File: src/pkg/cod_defines.vh
// shared constants for the cpu opcode slice: classes, modes, flags, reset values
`ifndef COD_DEFINES_VH
`define COD_DEFINES_VH

// operation classes
`define COD_C_IDLE 4'h0
`define COD_C_XOR 4'h1
`define COD_C_OR 4'h2
`define COD_C_LOADA 4'h3
`define COD_C_LOADX 4'h4
`define COD_C_LOADY 4'h5
`define COD_C_INCM 4'h6
`define COD_C_INCX 4'h7
`define COD_C_INCY 4'h8
`define COD_C_SHR 4'h9
`define COD_C_JUMP 4'hA
`define COD_C_CALL 4'hB
`define COD_C_PUSHA 4'hC
`define COD_C_PUSHP 4'hD

// addressing modes
`define COD_M_IMP 4'h0
`define COD_M_ACC 4'h1
`define COD_M_IMM 4'h2
`define COD_M_ZP 4'h3
`define COD_M_ZPI 4'h4
`define COD_M_ABS 4'h5
`define COD_M_ABSI 4'h6
`define COD_M_IND 4'h7
`define COD_M_INDX 4'h8
`define COD_M_INDY 4'h9

// status byte bit positions
`define COD_SB_N 7
`define COD_SB_V 6
`define COD_SB_U 5
`define COD_SB_B 4
`define COD_SB_D 3
`define COD_SB_I 2
`define COD_SB_Z 1
`define COD_SB_C 0

// memory pages
`define COD_ZERO_PAGE 8'h00
`define COD_STACK_PAGE 8'h01

// reset values
`define COD_PC_RST 16'h0000
`define COD_SP_RST 8'hFF
`define COD_A_RST 8'h00
`define COD_V_RST 1'b0
`define COD_D_RST 1'b0
`define COD_I_RST 1'b1

`endif

File: src/hw/cod_core.v
// cpu slice core: fetch, address sequencing, execute and stack pushes
`timescale 1ns/1ps
`include "cod_defines.vh"

module cod_core (
    // clock and reset
    input wire clk,
    input wire rstn,
    // memory bus
    output wire [15:0] memAddr,
    input wire [7:0] memRdata,
    output wire [7:0] memWdata,
    output wire memWe,
    // instruction progress
    output wire instrStart,
    output wire illegalOp,
    output wire [3:0] lastCycles,
    // architectural state
    output wire [15:0] pcOut,
    output wire [7:0] accOut,
    output wire [7:0] xOut,
    output wire [7:0] yOut,
    output wire [7:0] spOut,
    output wire [7:0] statusOut
);

localparam [3:0] S_FETCH = 4'h0;
localparam [3:0] S_T1 = 4'h1;
localparam [3:0] S_ZPADD = 4'h2;
localparam [3:0] S_PTRLO = 4'h3;
localparam [3:0] S_PTRHI = 4'h4;
localparam [3:0] S_ADH = 4'h5;
localparam [3:0] S_FIX = 4'h6;
localparam [3:0] S_READ = 4'h7;
localparam [3:0] S_RMW1 = 4'h8;
localparam [3:0] S_RMW2 = 4'h9;
localparam [3:0] S_PUSH = 4'hA;
localparam [3:0] S_CALL0 = 4'hB;
localparam [3:0] S_CALLH = 4'hC;
localparam [3:0] S_CALLL = 4'hD;
localparam [3:0] S_JLO = 4'hE;
localparam [3:0] S_JHI = 4'hF;

// classes that set negative and zero from the result
function setsNz;
    input [3:0] cls;
    begin
        case (cls)
            `COD_C_XOR, `COD_C_OR, `COD_C_LOADA, `COD_C_LOADX, `COD_C_LOADY,
            `COD_C_INCM, `COD_C_INCX, `COD_C_INCY, `COD_C_SHR: setsNz = 1'b1;
            default: setsNz = 1'b0;
        endcase
    end
endfunction

// stack slot address inside page one
function [15:0] stackAddr;
    input [7:0] sp;
    begin
        stackAddr = {`COD_STACK_PAGE, sp};
    end
endfunction

reg [3:0] state_r, state_nxt;
reg [15:0] pc_r, pc_nxt;
reg [7:0] a_r, a_nxt;
reg [7:0] x_r, x_nxt;
reg [7:0] y_r, y_nxt;
reg [7:0] sp_r, sp_nxt;
reg n_r, n_nxt;
reg z_r, z_nxt;
reg c_r, c_nxt;
reg [7:0] op_r, op_nxt;
reg [7:0] adl_r, adl_nxt;
reg [7:0] adh_r, adh_nxt;
reg [7:0] dat_r, dat_nxt;
reg [15:0] memAddr_r, memAddr_nxt;
reg [7:0] memWdata_r, memWdata_nxt;
reg memWe_r, memWe_nxt;
reg illegal_r;
reg instrStart_r;
reg [3:0] cyc_r;
reg [3:0] lastCycles_r, lastCycles_nxt;
reg execEn;
reg doIdx;
reg [8:0] idxSum;
reg [7:0] zpSum;

wire [3:0] opClass;
wire [3:0] addrMode;
wire idxY;
wire legal;
wire [7:0] aluRes;
wire aluN;
wire aluZ;
wire aluC;
wire [7:0] idxVal;
wire rmw;
wire [7:0] statusByte;

cod_decode u_dec (
    .opcode(op_r),
    .opClass(opClass),
    .addrMode(addrMode),
    .idxY(idxY),
    .legal(legal)
);

cod_alu u_alu (
    .opClass(opClass),
    .accMode(addrMode == `COD_M_ACC),
    .accIn(a_r),
    .xIn(x_r),
    .yIn(y_r),
    .memIn(memRdata),
    .result(aluRes),
    .negOut(aluN),
    .zeroOut(aluZ),
    .carryOut(aluC)
);

assign idxVal = idxY ? y_r : x_r;
assign rmw = (opClass == `COD_C_INCM) ||
             ((opClass == `COD_C_SHR) && (addrMode != `COD_M_ACC));
// overflow, decimal and interrupt-disable are never touched by this slice
assign statusByte = {n_r, `COD_V_RST, 1'b1, 1'b1, `COD_D_RST, `COD_I_RST, z_r, c_r};

always @* begin
    state_nxt = state_r;
    pc_nxt = pc_r;
    a_nxt = a_r;
    x_nxt = x_r;
    y_nxt = y_r;
    sp_nxt = sp_r;
    n_nxt = n_r;
    z_nxt = z_r;
    c_nxt = c_r;
    op_nxt = op_r;
    adl_nxt = adl_r;
    adh_nxt = adh_r;
    dat_nxt = dat_r;
    memAddr_nxt = memAddr_r;
    memWdata_nxt = memWdata_r;
    memWe_nxt = 1'b0;
    execEn = 1'b0;
    doIdx = 1'b0;
    idxSum = {1'b0, adl_r} + {1'b0, idxVal};
    zpSum = adl_r + idxVal;
    case (state_r)
        S_FETCH: begin
            op_nxt = memRdata;
            pc_nxt = pc_r + 16'h0001;
            memAddr_nxt = pc_r + 16'h0001;
            state_nxt = S_T1;
        end
        S_T1: begin
            case (addrMode)
                `COD_M_IMP, `COD_M_ACC: begin
                    // dummy read of the next byte; counter stays put
                    memAddr_nxt = pc_r;
                    state_nxt = S_FETCH;
                    if ((opClass == `COD_C_PUSHA) || (opClass == `COD_C_PUSHP)) begin
                        memAddr_nxt = stackAddr(sp_r);
                        memWe_nxt = 1'b1;
                        if (opClass == `COD_C_PUSHA) begin
                            memWdata_nxt = a_r;
                        end else begin
                            memWdata_nxt = statusByte;
                        end
                        state_nxt = S_PUSH;
                    end else begin
                        execEn = 1'b1;
                    end
                end
                `COD_M_IMM: begin
                    execEn = 1'b1;
                    pc_nxt = pc_r + 16'h0001;
                    memAddr_nxt = pc_r + 16'h0001;
                    state_nxt = S_FETCH;
                end
                `COD_M_ZP: begin
                    adl_nxt = memRdata;
                    pc_nxt = pc_r + 16'h0001;
                    memAddr_nxt = {`COD_ZERO_PAGE, memRdata};
                    state_nxt = S_READ;
                end
                `COD_M_ZPI, `COD_M_INDX, `COD_M_INDY: begin
                    adl_nxt = memRdata;
                    pc_nxt = pc_r + 16'h0001;
                    memAddr_nxt = {`COD_ZERO_PAGE, memRdata};
                    state_nxt = (addrMode == `COD_M_INDY) ? S_PTRLO : S_ZPADD;
                end
                default: begin
                    adl_nxt = memRdata;
                    pc_nxt = pc_r + 16'h0001;
                    memAddr_nxt = pc_r + 16'h0001;
                    state_nxt = S_ADH;
                    if (opClass == `COD_C_CALL) begin
                        memAddr_nxt = stackAddr(sp_r);
                        state_nxt = S_CALL0;
                    end
                end
            endcase
        end
        S_ZPADD: begin
            // zero page indexing wraps inside page zero
            adl_nxt = zpSum;
            memAddr_nxt = {`COD_ZERO_PAGE, zpSum};
            state_nxt = (addrMode == `COD_M_INDX) ? S_PTRLO : S_READ;
        end
        S_PTRLO: begin
            adl_nxt = memRdata;
            memAddr_nxt = {`COD_ZERO_PAGE, adl_r + 8'h01};
            state_nxt = S_PTRHI;
        end
        S_PTRHI: begin
            adh_nxt = memRdata;
            memAddr_nxt = {memRdata, adl_r};
            state_nxt = S_READ;
            doIdx = (addrMode == `COD_M_INDY);
        end
        S_ADH: begin
            adh_nxt = memRdata;
            memAddr_nxt = {memRdata, adl_r};
            state_nxt = S_READ;
            if (opClass == `COD_C_JUMP && addrMode == `COD_M_IND) begin
                state_nxt = S_JLO;
            end else if (opClass == `COD_C_JUMP || opClass == `COD_C_CALL) begin
                pc_nxt = {memRdata, adl_r};
                state_nxt = S_FETCH;
            end else begin
                pc_nxt = pc_r + 16'h0001;
                doIdx = (addrMode == `COD_M_ABSI);
            end
        end
        S_FIX: begin
            memAddr_nxt = {adh_r, adl_r};
            state_nxt = S_READ;
        end
        S_READ: begin
            execEn = 1'b1;
            if (rmw) begin
                // old value goes back out first, the new one a cycle later
                dat_nxt = aluRes;
                memWe_nxt = 1'b1;
                memWdata_nxt = memRdata;
                state_nxt = S_RMW1;
            end else begin
                memAddr_nxt = pc_r;
                state_nxt = S_FETCH;
            end
        end
        S_RMW1: begin
            memWe_nxt = 1'b1;
            memWdata_nxt = dat_r;
            state_nxt = S_RMW2;
        end
        S_RMW2: begin
            memAddr_nxt = pc_r;
            state_nxt = S_FETCH;
        end
        S_PUSH: begin
            sp_nxt = sp_r - 8'h01;
            memAddr_nxt = pc_r;
            state_nxt = S_FETCH;
        end
        S_CALL0: begin
            memWe_nxt = 1'b1;
            memWdata_nxt = pc_r[15:8];
            memAddr_nxt = stackAddr(sp_r);
            state_nxt = S_CALLH;
        end
        S_CALLH: begin
            sp_nxt = sp_r - 8'h01;
            memWe_nxt = 1'b1;
            memWdata_nxt = pc_r[7:0];
            memAddr_nxt = stackAddr(sp_r - 8'h01);
            state_nxt = S_CALLL;
        end
        S_CALLL: begin
            sp_nxt = sp_r - 8'h01;
            memAddr_nxt = pc_r;
            state_nxt = S_ADH;
        end
        S_JLO: begin
            dat_nxt = memRdata;
            memAddr_nxt = {adh_r, adl_r} + 16'h0001;
            state_nxt = S_JHI;
        end
        S_JHI: begin
            pc_nxt = {memRdata, dat_r};
            memAddr_nxt = {memRdata, dat_r};
            state_nxt = S_FETCH;
        end
        default: begin
            memAddr_nxt = pc_r;
            state_nxt = S_FETCH;
        end
    endcase
    // a carry out of the low byte costs a fix-up cycle; writes always take it
    if (doIdx) begin
        adl_nxt = idxSum[7:0];
        memAddr_nxt = {memRdata, idxSum[7:0]};
        if (idxSum[8] || rmw) begin
            adh_nxt = memRdata + {7'h00, idxSum[8]};
            state_nxt = S_FIX;
        end
    end
    if (execEn) begin
        case (opClass)
            `COD_C_XOR, `COD_C_OR, `COD_C_LOADA: a_nxt = aluRes;
            `COD_C_SHR: a_nxt = (addrMode == `COD_M_ACC) ? aluRes : a_r;
            `COD_C_LOADX, `COD_C_INCX: x_nxt = aluRes;
            `COD_C_LOADY, `COD_C_INCY: y_nxt = aluRes;
            default: a_nxt = a_r;
        endcase
        if (setsNz(opClass)) begin
            n_nxt = aluN;
            z_nxt = aluZ;
        end
        if (opClass == `COD_C_SHR) begin
            c_nxt = aluC;
        end
    end
    lastCycles_nxt = (state_nxt == S_FETCH) ? cyc_r : lastCycles_r;
end

always @(posedge clk) begin
    if (!rstn) begin
        state_r <= S_FETCH;
        pc_r <= `COD_PC_RST;
        a_r <= `COD_A_RST;
        x_r <= `COD_A_RST;
        y_r <= `COD_A_RST;
        sp_r <= `COD_SP_RST;
        n_r <= 1'b0;
        z_r <= 1'b0;
        c_r <= 1'b0;
        op_r <= 8'h00;
        adl_r <= 8'h00;
        adh_r <= 8'h00;
        dat_r <= 8'h00;
        memAddr_r <= `COD_PC_RST;
        memWdata_r <= 8'h00;
        memWe_r <= 1'b0;
        illegal_r <= 1'b0;
        instrStart_r <= 1'b1;
        cyc_r <= 4'h1;
        lastCycles_r <= 4'h0;
    end else begin
        state_r <= state_nxt;
        pc_r <= pc_nxt;
        a_r <= a_nxt;
        x_r <= x_nxt;
        y_r <= y_nxt;
        sp_r <= sp_nxt;
        n_r <= n_nxt;
        z_r <= z_nxt;
        c_r <= c_nxt;
        op_r <= op_nxt;
        adl_r <= adl_nxt;
        adh_r <= adh_nxt;
        dat_r <= dat_nxt;
        memAddr_r <= memAddr_nxt;
        memWdata_r <= memWdata_nxt;
        memWe_r <= memWe_nxt;
        illegal_r <= (state_r == S_T1) && !legal;
        instrStart_r <= (state_nxt == S_FETCH);
        cyc_r <= (state_nxt == S_FETCH) ? 4'h1 : cyc_r + 4'h1;
        lastCycles_r <= lastCycles_nxt;
    end
end

assign memAddr = memAddr_r;
assign memWdata = memWdata_r;
assign memWe = memWe_r;
assign instrStart = instrStart_r;
assign illegalOp = illegal_r;
assign lastCycles = lastCycles_r;
assign pcOut = pc_r;
assign accOut = a_r;
assign xOut = x_r;
assign yOut = y_r;
assign spOut = sp_r;
assign statusOut = statusByte;

endmodule // cod_core

File: src/hw/cod_decode.v
// opcode decoder: class, addressing mode, index choice and legality
`timescale 1ns/1ps
`include "cod_defines.vh"

module cod_decode (
    // opcode
    input wire [7:0] opcode,
    // decoded fields
    output wire [3:0] opClass,
    output wire [3:0] addrMode,
    output wire idxY,
    output wire legal
);

// result is {legal, idxY, mode, class}
function [9:0] decode;
    input [7:0] op;
    begin
        case (op)
            8'h49: decode = {2'b10, `COD_M_IMM, `COD_C_XOR};
            8'h45: decode = {2'b10, `COD_M_ZP, `COD_C_XOR};
            8'h55: decode = {2'b10, `COD_M_ZPI, `COD_C_XOR};
            8'h4D: decode = {2'b10, `COD_M_ABS, `COD_C_XOR};
            8'h5D: decode = {2'b10, `COD_M_ABSI, `COD_C_XOR};
            8'h59: decode = {2'b11, `COD_M_ABSI, `COD_C_XOR};
            8'h41: decode = {2'b10, `COD_M_INDX, `COD_C_XOR};
            8'h51: decode = {2'b11, `COD_M_INDY, `COD_C_XOR};
            8'hE6: decode = {2'b10, `COD_M_ZP, `COD_C_INCM};
            8'hF6: decode = {2'b10, `COD_M_ZPI, `COD_C_INCM};
            8'hEE: decode = {2'b10, `COD_M_ABS, `COD_C_INCM};
            8'hFE: decode = {2'b10, `COD_M_ABSI, `COD_C_INCM};
            8'hE8: decode = {2'b10, `COD_M_IMP, `COD_C_INCX};
            8'hC8: decode = {2'b10, `COD_M_IMP, `COD_C_INCY};
            8'h4C: decode = {2'b10, `COD_M_ABS, `COD_C_JUMP};
            8'h6C: decode = {2'b10, `COD_M_IND, `COD_C_JUMP};
            8'h20: decode = {2'b10, `COD_M_ABS, `COD_C_CALL};
            8'hA9: decode = {2'b10, `COD_M_IMM, `COD_C_LOADA};
            8'hA5: decode = {2'b10, `COD_M_ZP, `COD_C_LOADA};
            8'hB5: decode = {2'b10, `COD_M_ZPI, `COD_C_LOADA};
            8'hAD: decode = {2'b10, `COD_M_ABS, `COD_C_LOADA};
            8'hBD: decode = {2'b10, `COD_M_ABSI, `COD_C_LOADA};
            8'hB9: decode = {2'b11, `COD_M_ABSI, `COD_C_LOADA};
            8'hA1: decode = {2'b10, `COD_M_INDX, `COD_C_LOADA};
            8'hB1: decode = {2'b11, `COD_M_INDY, `COD_C_LOADA};
            8'hA2: decode = {2'b10, `COD_M_IMM, `COD_C_LOADX};
            8'hA6: decode = {2'b10, `COD_M_ZP, `COD_C_LOADX};
            8'hB6: decode = {2'b11, `COD_M_ZPI, `COD_C_LOADX};
            8'hAE: decode = {2'b10, `COD_M_ABS, `COD_C_LOADX};
            8'hBE: decode = {2'b11, `COD_M_ABSI, `COD_C_LOADX};
            8'hA0: decode = {2'b10, `COD_M_IMM, `COD_C_LOADY};
            8'hA4: decode = {2'b10, `COD_M_ZP, `COD_C_LOADY};
            8'hB4: decode = {2'b10, `COD_M_ZPI, `COD_C_LOADY};
            8'hAC: decode = {2'b10, `COD_M_ABS, `COD_C_LOADY};
            8'hBC: decode = {2'b10, `COD_M_ABSI, `COD_C_LOADY};
            8'h4A: decode = {2'b10, `COD_M_ACC, `COD_C_SHR};
            8'h46: decode = {2'b10, `COD_M_ZP, `COD_C_SHR};
            8'h56: decode = {2'b10, `COD_M_ZPI, `COD_C_SHR};
            8'h4E: decode = {2'b10, `COD_M_ABS, `COD_C_SHR};
            8'h5E: decode = {2'b10, `COD_M_ABSI, `COD_C_SHR};
            8'hEA: decode = {2'b10, `COD_M_IMP, `COD_C_IDLE};
            8'h09: decode = {2'b10, `COD_M_IMM, `COD_C_OR};
            8'h05: decode = {2'b10, `COD_M_ZP, `COD_C_OR};
            8'h15: decode = {2'b10, `COD_M_ZPI, `COD_C_OR};
            8'h0D: decode = {2'b10, `COD_M_ABS, `COD_C_OR};
            8'h1D: decode = {2'b10, `COD_M_ABSI, `COD_C_OR};
            8'h19: decode = {2'b11, `COD_M_ABSI, `COD_C_OR};
            8'h01: decode = {2'b10, `COD_M_INDX, `COD_C_OR};
            8'h11: decode = {2'b11, `COD_M_INDY, `COD_C_OR};
            8'h48: decode = {2'b10, `COD_M_IMP, `COD_C_PUSHA};
            8'h08: decode = {2'b10, `COD_M_IMP, `COD_C_PUSHP};
            // outside this slice: run as a two-cycle idle and flag it
            default: decode = {2'b00, `COD_M_IMP, `COD_C_IDLE};
        endcase
    end
endfunction

wire [9:0] fields;
assign fields = decode(opcode);
assign opClass = fields[3:0];
assign addrMode = fields[7:4];
assign idxY = fields[8];
assign legal = fields[9];

endmodule // cod_decode

File: src/hw/cod_alu.v
// data path: logic, load, increment and right shift results with flags
`timescale 1ns/1ps
`include "cod_defines.vh"

module cod_alu (
    // operation
    input wire [3:0] opClass,
    input wire accMode,
    // operands
    input wire [7:0] accIn,
    input wire [7:0] xIn,
    input wire [7:0] yIn,
    input wire [7:0] memIn,
    // results
    output reg [7:0] result,
    output wire negOut,
    output wire zeroOut,
    output reg carryOut
);

reg [7:0] shSrc;

always @* begin
    shSrc = accMode ? accIn : memIn;
    carryOut = 1'b0;
    case (opClass)
        `COD_C_XOR: result = accIn ^ memIn;
        `COD_C_OR: result = accIn | memIn;
        `COD_C_INCM: result = memIn + 8'h01;
        `COD_C_INCX: result = xIn + 8'h01;
        `COD_C_INCY: result = yIn + 8'h01;
        `COD_C_SHR: begin
            result = {1'b0, shSrc[7:1]};
            carryOut = shSrc[0];
        end
        default: result = memIn;
    endcase
end

// a zero shifted in keeps negative clear after a right shift
assign negOut = result[7];
assign zeroOut = (result == 8'h00);

endmodule // cod_alu

File: config.mk
export PLATFORM = sky130hd
export DESIGN_NAME = cod_core
export DESIGN_NICKNAME = d
export VERILOG_FILES = /design/src/hw/cod_core.v /design/src/hw/cod_decode.v /design/src/hw/cod_alu.v
export VERILOG_INCLUDE_DIRS = /design/src /design/src/pkg
export SDC_FILE = /design/constraint.sdc
export NUM_CORES = 1
export LEC_CHECK = 0
export BUFFER_PORTS_ARGS = -buffer_cell sky130_fd_sc_hd__buf_4
export CAP_MARGIN = 25
export CORE_ASPECT_RATIO = 0.8
export CORE_MARGIN = 2
export CORE_UTILIZATION = 32
export CTS_BUF_LIST = sky130_fd_sc_hd__clkbuf_8
export DETAILED_ROUTE_END_ITERATION = 12
export PLACE_DENSITY = 0.47
export RECOVER_POWER = 100
export SKIP_LAST_GASP = 1
export SYNTH_ARGS = -nofsm -noshare
export SYNTH_HDL_FRONTEND = slang
export SYNTH_SLANG_ARGS = --single-unit
File: constraint.sdc
create_clock -name clk -period 5.2 [get_ports clk]
set_clock_uncertainty 0.15 [all_clocks]
set_input_delay 0.78 -clock clk [delete_from_list [all_inputs] [get_ports clk]]
set_output_delay 0.78 -clock clk [all_outputs]
set_load 0.02 [all_outputs]
==> metrics.cfg <==
[status]
status = finished clean

[timing]
slew_headroom = 0.282
rsz0062_at_grt = no
worst_slew_pin_slew_ns = 1.08
slew_violations = 0
period_share = 0.949
max_freq_mhz = 203
final_hold_viol_count = 0
setup_violations = 0
setup_slack_ns = 0.263
tns_ns = 0
period_needed_ns = 4.94

[pwr]
p_per_area_nw_per_um2 = 508
leakagePower_nw = 3.81
peakVddDrop_uv = 192

[setup_path]
critical_path_class = reg2reg
cp-startpoint = op_r[4]
rr_worst_depth = 12
crit_end = z_r
critPathTopFamily = simple AND/OR/NAND/NOR gates
cp_data_required_time_ns = 5.46
crit-reg2reg-launch = op_r[4]
start_kind = flip-flop
crit_buf_inv = 4
slowest_delay_ns = 0.92
path_depth = 12
worstSetupEndpointType = flip-flop
crit_slowest_cell = nor4_2
crit-reg2reg-capture = z_r
r2r_slack_ns = 0.26
cp_cell_sequence = clkbuf_1 -> buf_4 -> inv_1 -> a31oi_1 -> o32ai_1 -> nor4_2 -> or2_0 -> a31oi_1 -> clkbuf_1 -> a211o_1 -> or4b_1 -> o21ai_1
critPathMaxFanout = 15
critPathArrivalTime_ns = 5.20

[clock_tree]
cts.path.max_buffers = 2
cts_root_buf = clkbuf_8
cts_buffers = 17
cts_sinks = 122
ctsHoldBuffers = 0
cts_tree = done
clk_latency_ns = 0.49
postCtsSetupBuffers = 0
path_clk_slew_ns = 0.09
htreeDepth = 4
cts_resized = 0

[drt]
drt_iter0_drc = 1242
wl_mm = 47.4
viasPerCell = 6.09
detail-route-antenna-nets = 0
wl_per_cell_um = 25.8
drc_errors = 0
detail_route.first_pass.iterations = 7
vias = 11200

[hold_path]
hold_class = reg2reg

[cells_and_area]
final_nets = 1442
final_common_cell = nor2_1
syn2layout_area_growth_pct = 10.8
layout_common_cells = nor2_1, nand2_1, dfxtp_1, a21oi_1, o21ai_0
drive_above_1_share = 0.0789

[placement]
place_congestion = 1.01
io_buffers = 91
dpl.hpwl_mm = 35.4
pre_cts_slack_ns = 0.553

[synthesis]
synth_area_leaders = dfxtp_1, nor2_1, nand2_1
syn_area_um2 = 9770
ys.flop_type = dfxtp_1
synth_cells = 1362
synth_edf_count = 0
synth.avg_cell_area_um2 = 7.17
ys_seq_area_frac = 0.250
synth_top_area_frac = 0.250
yosys_warnings = 0
ys_async_sr_fraction = 0
synth-seq-cells = 122
yosysTopAreaCell = dfxtp_1
synth.distinct_cells = 86

[global_route]
grt_pass1_vias = 10100
antenna_found_initial = 1
grt_pass1_wl_mm = 69.3
grt_max_degree = 53
grt_usage = 0.295
overflow = 0

[floorplanning]
die_x_um = 199
die_y_um = 160
core_um2 = 30200
die_area_um2 = 32000
initial_utilization = 0.323
boundaryPins = 97
num_rows = 57

[job]
maxCapViolations = 0

[where the power goes]
part           total (mW)  switching (mW)  internal [mW]  leakage [nW]
clock network       0.823           0.488          0.335         0.163
registers            1.48           0.359           1.12         0.993
logic                3.19            2.18           1.00          2.65
total                5.49            3.03           2.46          3.81
[routing by layer]
layer | global-route usage | routed length, µm
met1 | 0.432 | 21900
met2 | 0.414 | 19300
met3 | 0.0881 | 5210
met4 | 0.0768 | 998
met5 | 0 | 0
[worst min path at each step]
stage	startpoint	endpoint	slack (ns)	cells after the start
detailed placement	cyc_r[0]	cyc_r[0]	0.27	1
CTS	cyc_r[0]	cyc_r[0]	0.29	1
floorplan	cyc_r[0]	cyc_r[0]	0.25	1
global route	cyc_r[0]	cyc_r[0]	0.33	1
global placement	cyc_r[0]	cyc_r[0]	0.27	1
finish	cyc_r[0]	cyc_r[0]	0.29	1
[per-stage QoR]
stage          cell area [µm²]  utilization  std cells  power [mW]  hold slack, ns
3_3_place_gp             10800        0.358       1801        4.71           0.267
2_1_floorplan             9780            -       1365        3.45           0.248
3_5_place_dp             10800        0.358       1802        4.68           0.270
4_1_cts                  11200        0.370       1833        5.51           0.290
6_report                 10800        0.358       1834        5.49           0.289
5_1_grt                  10800        0.358       1833        5.79           0.329
[synth_stat cells, drive strengths merged (6+ instances only)]
cell type	n
a211oi	26
a21oi	106
a221oi	26
a222oi	13
a22oi	28
a311oi	12
a31oi	22
and2	6
and3	27
buf	44
clkbuf	71
dfxtp	122
ha	23
inv	36
mux2	8
mux2i	38
nand2	149
nand2b	23
nand3	52
nor2	160
nor2b	9
nor3	38
nor3b	6
nor4	10
nor4b	7
o211ai	16
o21a	7
o21ai	98
o221ai	6
o22ai	20
o32ai	6
or2	10
or3	10
xnor2	25
xor2	17
[logic make-up after synthesis]
family                   share of synthesized area
AND/OR/NAND/NOR                              0.266
AO/OA/AOI/OAI                                0.298
buffers and inverters                       0.0678
flip-flops                                   0.250
multiplexers                                0.0482
XOR/XNOR                                    0.0377
adder cells (fa/ha/maj)                     0.0315
other                                     0.000769
[final cells by class]
type	count	area [µm²]
sequential	122	2440
timing repair buffer	139	698
clock inverter	14	115
antenna	1	2.50
fill	3375	19400
inverter	38	143
multi-input combinational	1090	6670
tap	413	517
clock buffer	17	234
(Power assumes the default switching activity.)
